## src/hw/cgl_consts.vh

```
`ifndef CGL_CONSTS_VH
`define CGL_CONSTS_VH

// ==================================================
// register indices (byte address is index times four)
`define CGL_IDX_UNIT      6'h00
`define CGL_IDX_SEQ       6'h01
`define CGL_IDX_LUT0_CTLA 6'h05
`define CGL_IDX_LUT0_SELL 6'h06
`define CGL_IDX_LUT0_SELH 6'h07
`define CGL_IDX_LUT0_TRU  6'h08
`define CGL_IDX_LUT1_CTLA 6'h09
`define CGL_IDX_LUT1_SELL 6'h0A
`define CGL_IDX_LUT1_SELH 6'h0B
`define CGL_IDX_LUT1_TRU  6'h0C
`define CGL_RESET_VAL     8'h00

// ==================================================
// field positions
`define CGL_UNIT_EN       0
`define CGL_UNIT_STBY_RUN 6
`define CGL_LUT_EN        0
`define CGL_LUT_PIN_OE    3
`define CGL_LUT_FILT_LO   4
`define CGL_LUT_CLK_SEL   6
`define CGL_LUT_EDGE      7
`define CGL_UNIT_MASK     8'h41
`define CGL_SEQ_MASK      8'h0F
`define CGL_LUTA_MASK     8'hF9

// ==================================================
// encodings
`define CGL_SRC_MASK      4'h0
`define CGL_SRC_FEEDBACK  4'h1
`define CGL_SRC_LINK      4'h2
`define CGL_SRC_EV_ZERO   4'h3
`define CGL_SRC_EV_ONE    4'h4
`define CGL_SRC_PIN       4'h5
`define CGL_SRC_PERIPH    4'h6
`define CGL_NUM_PERIPH    6
`define CGL_SEQ_OFF       4'h0
`define CGL_SEQ_DFLOP     4'h1
`define CGL_SEQ_JK        4'h2
`define CGL_SEQ_DLAT      4'h3
`define CGL_SEQ_RS        4'h4
`define CGL_FILT_NONE     2'h0
`define CGL_FILT_SYNC     2'h1
`define CGL_FILT_GLITCH   2'h2

`endif

```

## src/hw/cgl_table_stage.v

```verilog
`timescale 1ns/1ns
`default_nettype none
`include "cgl_consts.vh"

// output filter and edge detector of one table
module cgl_table_stage (
  // clock and reset
  input  wire       pclk,
  input  wire       presetn,
  // control
  input  wire       en,
  input  wire       tick,
  input  wire [1:0] filt_sel,
  input  wire       edge_en,
  // data
  input  wire       lut_val,
  output reg        stage_out
);

  reg [3:0] chain_q;
  reg       glitch_q;
  reg       edge_prev_q;
  reg       edge_pulse_q;
  reg       filt_val;

  always @* begin
    if (filt_sel == `CGL_FILT_SYNC) begin
      filt_val = chain_q[1];
    end else if (filt_sel == `CGL_FILT_GLITCH) begin
      filt_val = glitch_q;
    end else begin
      filt_val = lut_val;
    end
  end

  always @(posedge pclk or negedge presetn) begin
    if (!presetn) begin
      chain_q      <= 4'h0;
      glitch_q     <= 1'b0;
      edge_prev_q  <= 1'b0;
      edge_pulse_q <= 1'b0;
    end else if (!en) begin
      chain_q      <= 4'h0;
      glitch_q     <= 1'b0;
      edge_prev_q  <= 1'b0;
      edge_pulse_q <= 1'b0;
    end else if (tick) begin
      chain_q <= {chain_q[2:0], lut_val};
      // glitch filter only moves once three stages agree
      if (chain_q[3:1] == 3'h7) begin
        glitch_q <= 1'b1;
      end else if (chain_q[3:1] == 3'h0) begin
        glitch_q <= 1'b0;
      end
      edge_prev_q  <= filt_val;
      edge_pulse_q <= edge_en & filt_val & ~edge_prev_q;
    end
  end

  always @* begin
    if (edge_en) begin
      stage_out = edge_pulse_q;
    end else begin
      stage_out = filt_val;
    end
  end

endmodule
`default_nettype wire

```

## src/hw/cgl_top.v

```verilog
`timescale 1ns/1ns
`default_nettype none
`include "cgl_consts.vh"

module cgl_top (
  // clock and reset
  input  wire        pclk,
  input  wire        presetn,
  // apb slave
  input  wire        psel,
  input  wire        penable,
  input  wire        pwrite,
  input  wire [7:0]  paddr,
  input  wire [31:0] pwdata,
  output reg  [31:0] prdata,
  output wire        pready,
  output wire        pslverr,
  // table input pins: bit 3n+y is table n input y
  input  wire [5:0]  table_in_pin,
  // event lines from the routing network
  input  wire        event_line_zero,
  input  wire        event_line_one,
  // peripheral sources for codes 6 to 11
  input  wire [5:0]  periph_src,
  // sleep state from the power controller
  input  wire        standby_sleep,
  input  wire        idle_sleep,
  // table outputs
  output reg  [1:0]  table_output_signal,
  output reg  [1:0]  pin_output_enable,
  output reg  [1:0]  table_out_event
);

  // ==================================================
  // registers
  reg [7:0] unit_q;
  reg [7:0] seq_q;
  reg [7:0] ctla_q [0:1];
  reg [7:0] sell_q [0:1];
  reg [7:0] selh_q [0:1];
  reg [7:0] truth_q [0:1];

  // ==================================================
  // input synchronisers: stage one feeds stage two only
  reg [13:0] sync1_q;
  reg [13:0] sync2_q;

  always @(posedge pclk or negedge presetn) begin
    if (!presetn) begin
      sync1_q <= 14'h0000;
      sync2_q <= 14'h0000;
    end else begin
      sync1_q <= {periph_src, event_line_one, event_line_zero, table_in_pin};
      sync2_q <= sync1_q;
    end
  end

  wire [5:0] pin_s    = sync2_q[5:0];
  wire       ev0_s    = sync2_q[6];
  wire       ev1_s    = sync2_q[7];
  wire [5:0] periph_s = sync2_q[13:8];

  // ==================================================
  // apb slave: zero wait states, unmapped index answers an error
  reg        mapped;
  reg  [7:0] rd_val;
  wire       acc  = psel & penable;
  wire       wr   = acc & pwrite & mapped;
  wire [5:0] widx = paddr[7:2];
  wire [7:0] wb   = pwdata[7:0];

  assign pready  = 1'b1;
  assign pslverr = acc & ~mapped;

  always @* begin
    mapped = 1'b1;
    rd_val = 8'h00;
    if (paddr[1:0] != 2'b00) begin
      mapped = 1'b0;
    end else if (widx == `CGL_IDX_UNIT) begin
      rd_val = unit_q;
    end else if (widx == `CGL_IDX_SEQ) begin
      rd_val = seq_q;
    end else if (widx == `CGL_IDX_LUT0_CTLA) begin
      rd_val = ctla_q[0];
    end else if (widx == `CGL_IDX_LUT0_SELL) begin
      rd_val = sell_q[0];
    end else if (widx == `CGL_IDX_LUT0_SELH) begin
      rd_val = selh_q[0];
    end else if (widx == `CGL_IDX_LUT0_TRU) begin
      rd_val = truth_q[0];
    end else if (widx == `CGL_IDX_LUT1_CTLA) begin
      rd_val = ctla_q[1];
    end else if (widx == `CGL_IDX_LUT1_SELL) begin
      rd_val = sell_q[1];
    end else if (widx == `CGL_IDX_LUT1_SELH) begin
      rd_val = selh_q[1];
    end else if (widx == `CGL_IDX_LUT1_TRU) begin
      rd_val = truth_q[1];
    end else begin
      mapped = 1'b0;
    end
  end

  // read data is latched in the setup cycle so it stands for the access phase
  always @(posedge pclk or negedge presetn) begin
    if (!presetn) begin
      prdata <= 32'h0000_0000;
    end else if (psel && !penable && !pwrite) begin
      prdata <= {24'h00_0000, rd_val};
    end
  end

  // ==================================================
  // register writes; table settings are locked while that table runs
  wire lut0_off = ~ctla_q[0][`CGL_LUT_EN];
  wire lut1_off = ~ctla_q[1][`CGL_LUT_EN];

  always @(posedge pclk or negedge presetn) begin
    if (!presetn) begin
      unit_q     <= `CGL_RESET_VAL;
      seq_q      <= `CGL_RESET_VAL;
      ctla_q[0]  <= `CGL_RESET_VAL;
      ctla_q[1]  <= `CGL_RESET_VAL;
      sell_q[0]  <= `CGL_RESET_VAL;
      sell_q[1]  <= `CGL_RESET_VAL;
      selh_q[0]  <= `CGL_RESET_VAL;
      selh_q[1]  <= `CGL_RESET_VAL;
      truth_q[0] <= `CGL_RESET_VAL;
      truth_q[1] <= `CGL_RESET_VAL;
    end else if (wr) begin
      if (widx == `CGL_IDX_UNIT) begin
        unit_q <= wb & `CGL_UNIT_MASK;
      end else if (widx == `CGL_IDX_SEQ && lut0_off) begin
        seq_q <= wb & `CGL_SEQ_MASK;
      end else if (widx == `CGL_IDX_LUT0_CTLA) begin
        if (lut0_off) begin
          ctla_q[0] <= wb & `CGL_LUTA_MASK;
        end else begin
          ctla_q[0][`CGL_LUT_EN] <= wb[`CGL_LUT_EN];
        end
      end else if (widx == `CGL_IDX_LUT0_SELL && lut0_off) begin
        sell_q[0] <= wb;
      end else if (widx == `CGL_IDX_LUT0_SELH && lut0_off) begin
        selh_q[0] <= {4'h0, wb[3:0]};
      end else if (widx == `CGL_IDX_LUT0_TRU && lut0_off) begin
        truth_q[0] <= wb;
      end else if (widx == `CGL_IDX_LUT1_CTLA) begin
        if (lut1_off) begin
          ctla_q[1] <= wb & `CGL_LUTA_MASK;
        end else begin
          ctla_q[1][`CGL_LUT_EN] <= wb[`CGL_LUT_EN];
        end
      end else if (widx == `CGL_IDX_LUT1_SELL && lut1_off) begin
        sell_q[1] <= wb;
      end else if (widx == `CGL_IDX_LUT1_SELH && lut1_off) begin
        selh_q[1] <= {4'h0, wb[3:0]};
      end else if (widx == `CGL_IDX_LUT1_TRU && lut1_off) begin
        truth_q[1] <= wb;
      end
    end
  end

  // ==================================================
  // input source selection
  function pick_src;
    input [3:0] code;
    input       fb;
    input       link;
    input       pin;
    input       ev0;
    input       ev1;
    input [5:0] per;
    reg   [3:0] pidx;
    begin
      pidx = code - `CGL_SRC_PERIPH;
      if (code == `CGL_SRC_FEEDBACK) begin
        pick_src = fb;
      end else if (code == `CGL_SRC_LINK) begin
        pick_src = link;
      end else if (code == `CGL_SRC_EV_ZERO) begin
        pick_src = ev0;
      end else if (code == `CGL_SRC_EV_ONE) begin
        pick_src = ev1;
      end else if (code == `CGL_SRC_PIN) begin
        pick_src = pin;
      end else if (code >= `CGL_SRC_PERIPH && pidx < `CGL_NUM_PERIPH) begin
        pick_src = per[pidx[2:0]];
      end else begin
        pick_src = 1'b0;
      end
    end
  endfunction

  // ==================================================
  // per table datapath
  reg        seq_out_q;
  reg  [1:0] in2_prev_q;
  wire [1:0] stage_out;
  wire [1:0] run;
  wire [1:0] tick;
  wire [1:0] lut_val;
  wire [1:0] in2_raw;
  wire       clk_stop = standby_sleep & ~unit_q[`CGL_UNIT_STBY_RUN];

  genvar n;
  generate
    for (n = 0; n < 2; n = n + 1) begin : g_tbl
      wire       link = (n == 0) ? stage_out[1] : 1'b0;
      wire       src0;
      wire       src1;
      wire [2:0] idx;
      assign src0 = pick_src(sell_q[n][3:0], seq_out_q, link, pin_s[3*n],
                             ev0_s, ev1_s, periph_s);
      assign src1 = pick_src(sell_q[n][7:4], seq_out_q, link, pin_s[3*n+1],
                             ev0_s, ev1_s, periph_s);
      assign in2_raw[n] = pick_src(selh_q[n][3:0], seq_out_q, link, pin_s[3*n+2],
                                   ev0_s, ev1_s, periph_s);
      // with the clock select bit set, line 2 is the clock, so it drops out of the index
      assign idx = {in2_raw[n] & ~ctla_q[n][`CGL_LUT_CLK_SEL], src1, src0};
      // decoder runs in any sleep state
      assign lut_val[n] = run[n] & truth_q[n][idx];
      assign run[n] = unit_q[`CGL_UNIT_EN] & ctla_q[n][`CGL_LUT_EN];
      assign tick[n] = ~clk_stop & (ctla_q[n][`CGL_LUT_CLK_SEL] ?
                       (in2_raw[n] & ~in2_prev_q[n]) : 1'b1);

      cgl_table_stage u_stage (
        .pclk      (pclk),
        .presetn   (presetn),
        .en        (run[n]),
        .tick      (tick[n]),
        .filt_sel  (ctla_q[n][5:4]),
        .edge_en   (ctla_q[n][`CGL_LUT_EDGE]),
        .lut_val   (lut_val[n]),
        .stage_out (stage_out[n])
      );
    end
  endgenerate

  always @(posedge pclk or negedge presetn) begin
    if (!presetn) begin
      in2_prev_q <= 2'b00;
    end else begin
      in2_prev_q <= in2_raw;
    end
  end

  // ==================================================
  // sequential element, paced by the even table's clock
  wire [3:0] seq_sel  = seq_q[3:0];
  wire       seq_on   = (seq_sel >= `CGL_SEQ_DFLOP) && (seq_sel <= `CGL_SEQ_RS);
  wire       even_in  = stage_out[0];
  wire       odd_in   = stage_out[1];
  reg        seq_out_d;

  always @* begin
    seq_out_d = seq_out_q;
    case (seq_sel)
      `CGL_SEQ_DFLOP: begin
        if (odd_in) begin
          seq_out_d = even_in;
        end
      end
      `CGL_SEQ_JK: begin
        case ({even_in, odd_in})
          2'b01: seq_out_d = 1'b0;
          2'b10: seq_out_d = 1'b1;
          2'b11: seq_out_d = ~seq_out_q;
          default: seq_out_d = seq_out_q;
        endcase
      end
      `CGL_SEQ_DLAT: begin
        if (odd_in) begin
          seq_out_d = even_in;
        end
      end
      `CGL_SEQ_RS: begin
        // both high is forbidden; reset is given the upper hand here
        if (odd_in) begin
          seq_out_d = 1'b0;
        end else if (even_in) begin
          seq_out_d = 1'b1;
        end
      end
      default: seq_out_d = 1'b0;
    endcase
  end

  always @(posedge pclk or negedge presetn) begin
    if (!presetn) begin
      seq_out_q <= 1'b0;
    end else if (!run[0] || !seq_on) begin
      seq_out_q <= 1'b0;
    end else if (tick[0]) begin
      seq_out_q <= seq_out_d;
    end
  end

  // ==================================================
  // outputs; clocked paths go quiet in standby without the run bit
  reg [1:0] final_val;
  reg [1:0] clocked;
  integer   k;
  integer   j;

  always @* begin
    final_val = 2'b00;
    clocked   = 2'b00;
    for (k = 0; k < 2; k = k + 1) begin
      clocked[k] = (ctla_q[k][5:4] != `CGL_FILT_NONE) |
                   ctla_q[k][`CGL_LUT_EDGE] | seq_on;
      final_val[k] = stage_out[k];
    end
    if (seq_on) begin
      final_val[0] = seq_out_q;
    end
    for (k = 0; k < 2; k = k + 1) begin
      if (clk_stop && clocked[k]) begin
        final_val[k] = 1'b0;
      end
    end
  end

  always @(posedge pclk or negedge presetn) begin
    if (!presetn) begin
      table_output_signal <= 2'b00;
      pin_output_enable   <= 2'b00;
      table_out_event     <= 2'b00;
    end else begin
      table_out_event <= final_val & run;
      for (j = 0; j < 2; j = j + 1) begin
        pin_output_enable[j]   <= run[j] & ctla_q[j][`CGL_LUT_PIN_OE];
        table_output_signal[j] <= run[j] & ctla_q[j][`CGL_LUT_PIN_OE] & final_val[j];
      end
    end
  end

  // idle sleep changes nothing here
  wire unused_idle = idle_sleep;

endmodule
`default_nettype wire

```

## config.mk

```make
export PLATFORM = sky130hd
export DESIGN_NAME = cgl_top
export DESIGN_NICKNAME = d
export VERILOG_FILES = /design/src/hw/cgl_table_stage.v /design/src/hw/cgl_top.v
export VERILOG_INCLUDE_DIRS = /design/src /design/src/hw
export SDC_FILE = /design/constraint.sdc
export NUM_CORES = 1
export LEC_CHECK = 0
export ABC_AREA = 1
export BUFFER_PORTS_ARGS = -buffer_cell sky130_fd_sc_hd__buf_2
export CORE_AREA = 5 5 110 112
export DETAILED_ROUTE_END_ITERATION = 10
export DIE_AREA = 0 0 115 117
export PLACE_DENSITY = 0.84
export SLEW_MARGIN = 20
export SYNTH_ARGS = -nofsm -noshare
export SYNTH_HDL_FRONTEND = slang
export SYNTH_HIERARCHICAL = 1
export SYNTH_SLANG_ARGS = --single-unit
```

## constraint.sdc

```tcl
create_clock -name pclk -period 10.9 [get_ports pclk]
set_input_delay 2.18 -clock pclk [delete_from_list [all_inputs] [get_ports pclk]]
set_output_delay 2.18 -clock pclk [all_outputs]
set_load 0.03 [all_outputs]
```

==> metrics.md <==
| Metric | Value |
|---|---|
| Outcome | `finished, final reports clean` |
| Share of layout cells above drive strength 1 | `12.2%` |
| Flops & latches, synth | `117` |
| Max clock buf depth | `2` |
| Most frequent cells in the layout | `sky130_fd_sc_hd__nand2_1 (225), sky130_fd_sc_hd__inv_1 (134), sky130_fd_sc_hd__dfrtp_1 (117)` |
| Hold bufs inserted after CTS | `0` |
| Number of vias per cell after detailed routing | `5.58` |
| Clock network latency to the later pin of the worst-skew pair | `440 ps` |
| Leakage | `3.63 nW` |
| Post-Route Utilization | `67.0%` |
| Required time at the endpoint of the critical path | `8720 ps` |
| Final number of setup-violating endpoints | `0` |
| Number of buffers added by the clock tree synthesis step | `17` |
| Maximum level of the CTS H-tree | `4` |
| Distinct cell type count of the synthesized netlist | `45` |
| Beginning of the worst register-to-register path | `sell_q[5]` |
| Proportion of synthesized chip area in sequential cells | `44.5%` |
| Area Growth Syn to Fin | `13.3%` |
| Clock slew seen by the registers of the worst setup and hold paths | `60 ps` |
| Proportion of power drawn by the clock network | `53.0%` |
| Power density relative to cell area | `141 nW/µm²` |
| Half-perimeter wire length after detailed placement | `12,100 µm` |
| Cell-internal power | `0.000802 W` |
| Residual antenna-violating net count after detailed routing | `0` |
| Total GRT Usage | `26.6%` |
| Syn avg cell area | `7.57 µm²` |
| Leading cell type in the layout, fill and taps excluded | `sky130_fd_sc_hd__nand2_1` |
| Switching pwr | `0.000246 W` |
| Share of total power in sequential cells | `42.3%` |
| Clock sink count | `117` |
| Minimum clock period after layout | `5590 ps` |
| Input/output buffers | `50` |
| Final number of hold-violating endpoints | `0` |
| Diode count | `0` |
| Vias in the first global route | `5,657` |
| Cell type with the highest occurrence count on the critical path | `sky130_fd_sc_hd__buf_2` |
| DRC violations left | `0` |
| Switching Share | `23.5%` |
| Final period utilization | `51.3%` |
| First-pass GRT wire length | `27,400 µm` |
| Number of core rows | `39` |
| VDD IR-drop max | `0.149 mV` |
| Slew of the pin with the lowest slew margin | `922 ps` |
| Power share of the combinational group | `4.7%` |
| Die Footprint | `13,500 µm²` |
| Source of the worst hold timing path | `sync1_q[0]` |
| Grt ovf | `0` |
| Highest Clock Rate | `179 MHz` |
| Layout Skew | `15.4 ps` |
| Max-slew violation count | `0` |
| Worst slew margin relative to its limit | `38.5%` |
| Number of antenna violations at the first check in global routing | `0` |
| Ordered cell list for the critical path | `buf_2, nor2_4, nand4_1, a41oi_4, nor2_1, buf_2` |
| Cell area after layout | `7460 µm²` |
| 1st-iter DRT viols | `582` |
| Pin count of the biggest net entering global routing | `75` |
| Total Wirelength | `16,700 µm` |
| # IOs | `101` |
| Detailed-route wire length per cell | `15.4 µm` |
| Stage delay of the slowest cell on the critical path | `350 ps` |
| Chip Height | `117 µm` |
| Data arrival time of the critical path | `3410 ps` |
| Core area | `11,100 µm²` |
| Setup TNS after final layout | `0 ps` |
| Critical Setup Path Class | `input port to primary output` |
| Number of gates resized after cts | `0` |
| Post-synthesis instance total | `869` |
| Final Wtd Congestion | `0.970` |
| RSZ-0062 raised after global routing | `no` |
| Master of the slowest instance on the critical path | `sky130_fd_sc_hd__a41oi_4` |
| NumNets Final | `996` |
| First drt pass iteration count | `5` |
| Mapped Area | `6580 µm²` |
| Maximum net fanout on the critical path | `7` |
| Min-delay worst type | `flip-flop to flip-flop` |
| Cell Area, Placed | `6860 µm²` |
| Clock tree from TritonCTS | `yes` |
| Worst setup path start | `paddr[7]` |
| Number of buffers inserted by post-CTS setup repair | `0` |
| MaxCap Viol Count | `0` |
| Initial Utilization | `59.2%` |
| Layout fillers | `942` |
| Number of vias in the routed layout | `6,037` |
| Count of synthesis-stage warnings from yosys | `6` |
| Setup crit end kind | `primary output` |
| Die outline width | `115 µm` |
| Library cell used as clock root buffer | `sky130_fd_sc_hd__clkbuf_16` |
| Startpoint type of the worst setup path | `input port` |
## sequential cells by signal, indices dropped and copies added, names as in the netlist, 4 cells and up
name                   flops
ctla_q                    12
truth_q                   16
g_tbl.u_stage/chain_q      8
selh_q                     8
prdata                     8
sync2_q                   14
seq_q                      4
sync1_q                   14
sell_q                    16
## critical path, delay by kind of cell
| kind | cells | cell delay (ps) |
|---|---|---|
| AND/OR/NAND/NOR | 3 | 580 |
| AO/OA/AOI/OAI | 1 | 350 |
| buffers and inverters | 2 | 280 |
## cells in the mapped netlist (all sizes together)
master | number | share of area [%]
clkinv | 4 | 0.29
ha | 9 | 1.7
nor2 | 75 | 5.0
inv | 138 | 7.9
nor4 | 2 | 0.19
a31oi | 1 | 0.095
conb | 2 | 0.11
a21oi | 25 | 1.9
nand3b | 1 | 0.11
o21ai | 87 | 6.9
a211oi | 3 | 0.34
o2bb2ai | 1 | 0.13
a22oi | 3 | 0.34
o21a | 1 | 0.11
clkbuf | 4 | 0.23
mux2i | 1 | 0.15
nand3 | 70 | 6.2
buf | 32 | 3.5
nor3 | 11 | 0.91
o211ai | 12 | 1.4
a21boi | 1 | 0.11
nand4 | 15 | 1.7
a41oi | 1 | 0.42
o221ai | 6 | 0.80
o22ai | 16 | 1.5
dfrtp | 117 | 44
or3 | 1 | 0.095
o2111ai | 1 | 0.13
nand2 | 229 | 13
## cells by family (layout without fill, tap and decap cells)
family	Yosys count	in the layout	synth area share [%]
buf+inv	178	225	11.9
mux	1	1	0.152
flops	117	117	44.5
simple gates	404	404	27.5
fa+ha+maj	9	9	1.71
other cells	2	25	0.114
compound gates	158	158	14.2
## worst paths after layout
kind,end,slack (ps),cells past startpoint
worst max-delay path,pslverr,5310,6
worst min-delay path,sync2_q[0],340,0
worst max register to register,seq_out_q,5920,39
worst min register to register,sync2_q[0],340,0
max in group asynchronous,sell_q[11],7830,2
min in group asynchronous,ctla_q[7],1740,1
## stage by stage
stage	worst slack [ps]	hold WS [ps]	std cells	total power [W]
after global routing	5260	353	1082	0.00108
after detailed placement	5340	335	1050	0.000500
after floorplan	5530	331	892	0.000482
after CTS	5340	346	1082	0.00105
after global placement	5330	332	1050	0.000499
final	5310	344	1082	0.00105
## metal layers
metal / GRT usage (%) / part of all wire [%]
met1: 33.2 / 40
met2: 42.7 / 47
met3: 7.56 / 8.4
met4: 13.0 / 3.8
met5: 0 / 0
## power by group through the flow
stage	clock (W)	sequential (W)	combinational (W)
finish	0.000556	0.000443	0.0000492
global route	0.000582	0.000444	0.0000545
CTS	0.000561	0.000443	0.0000491
detailed placement	0	0.000451	0.0000488
global placement	0	0.000451	0.0000484
floorplan	0	0.000451	0.0000319
## layout make-up
| class | count | area, µm² | share of cell area, % |
|---|---|---|---|
| Tap cell | 143 | 179 | 2.40 |
| Clock inverter | 12 | 129 | 1.73 |
| Inverter | 142 | 539 | 7.23 |
| Multi-Input combinational cell | 597 | 2960 | 39.6 |
| Timing Repair Buffer | 51 | 260 | 3.49 |
| Sequential cell | 117 | 2930 | 39.3 |
| Clock buffer | 20 | 467 | 6.26 |
Note: power is estimated with default switching activity, not from simulation.
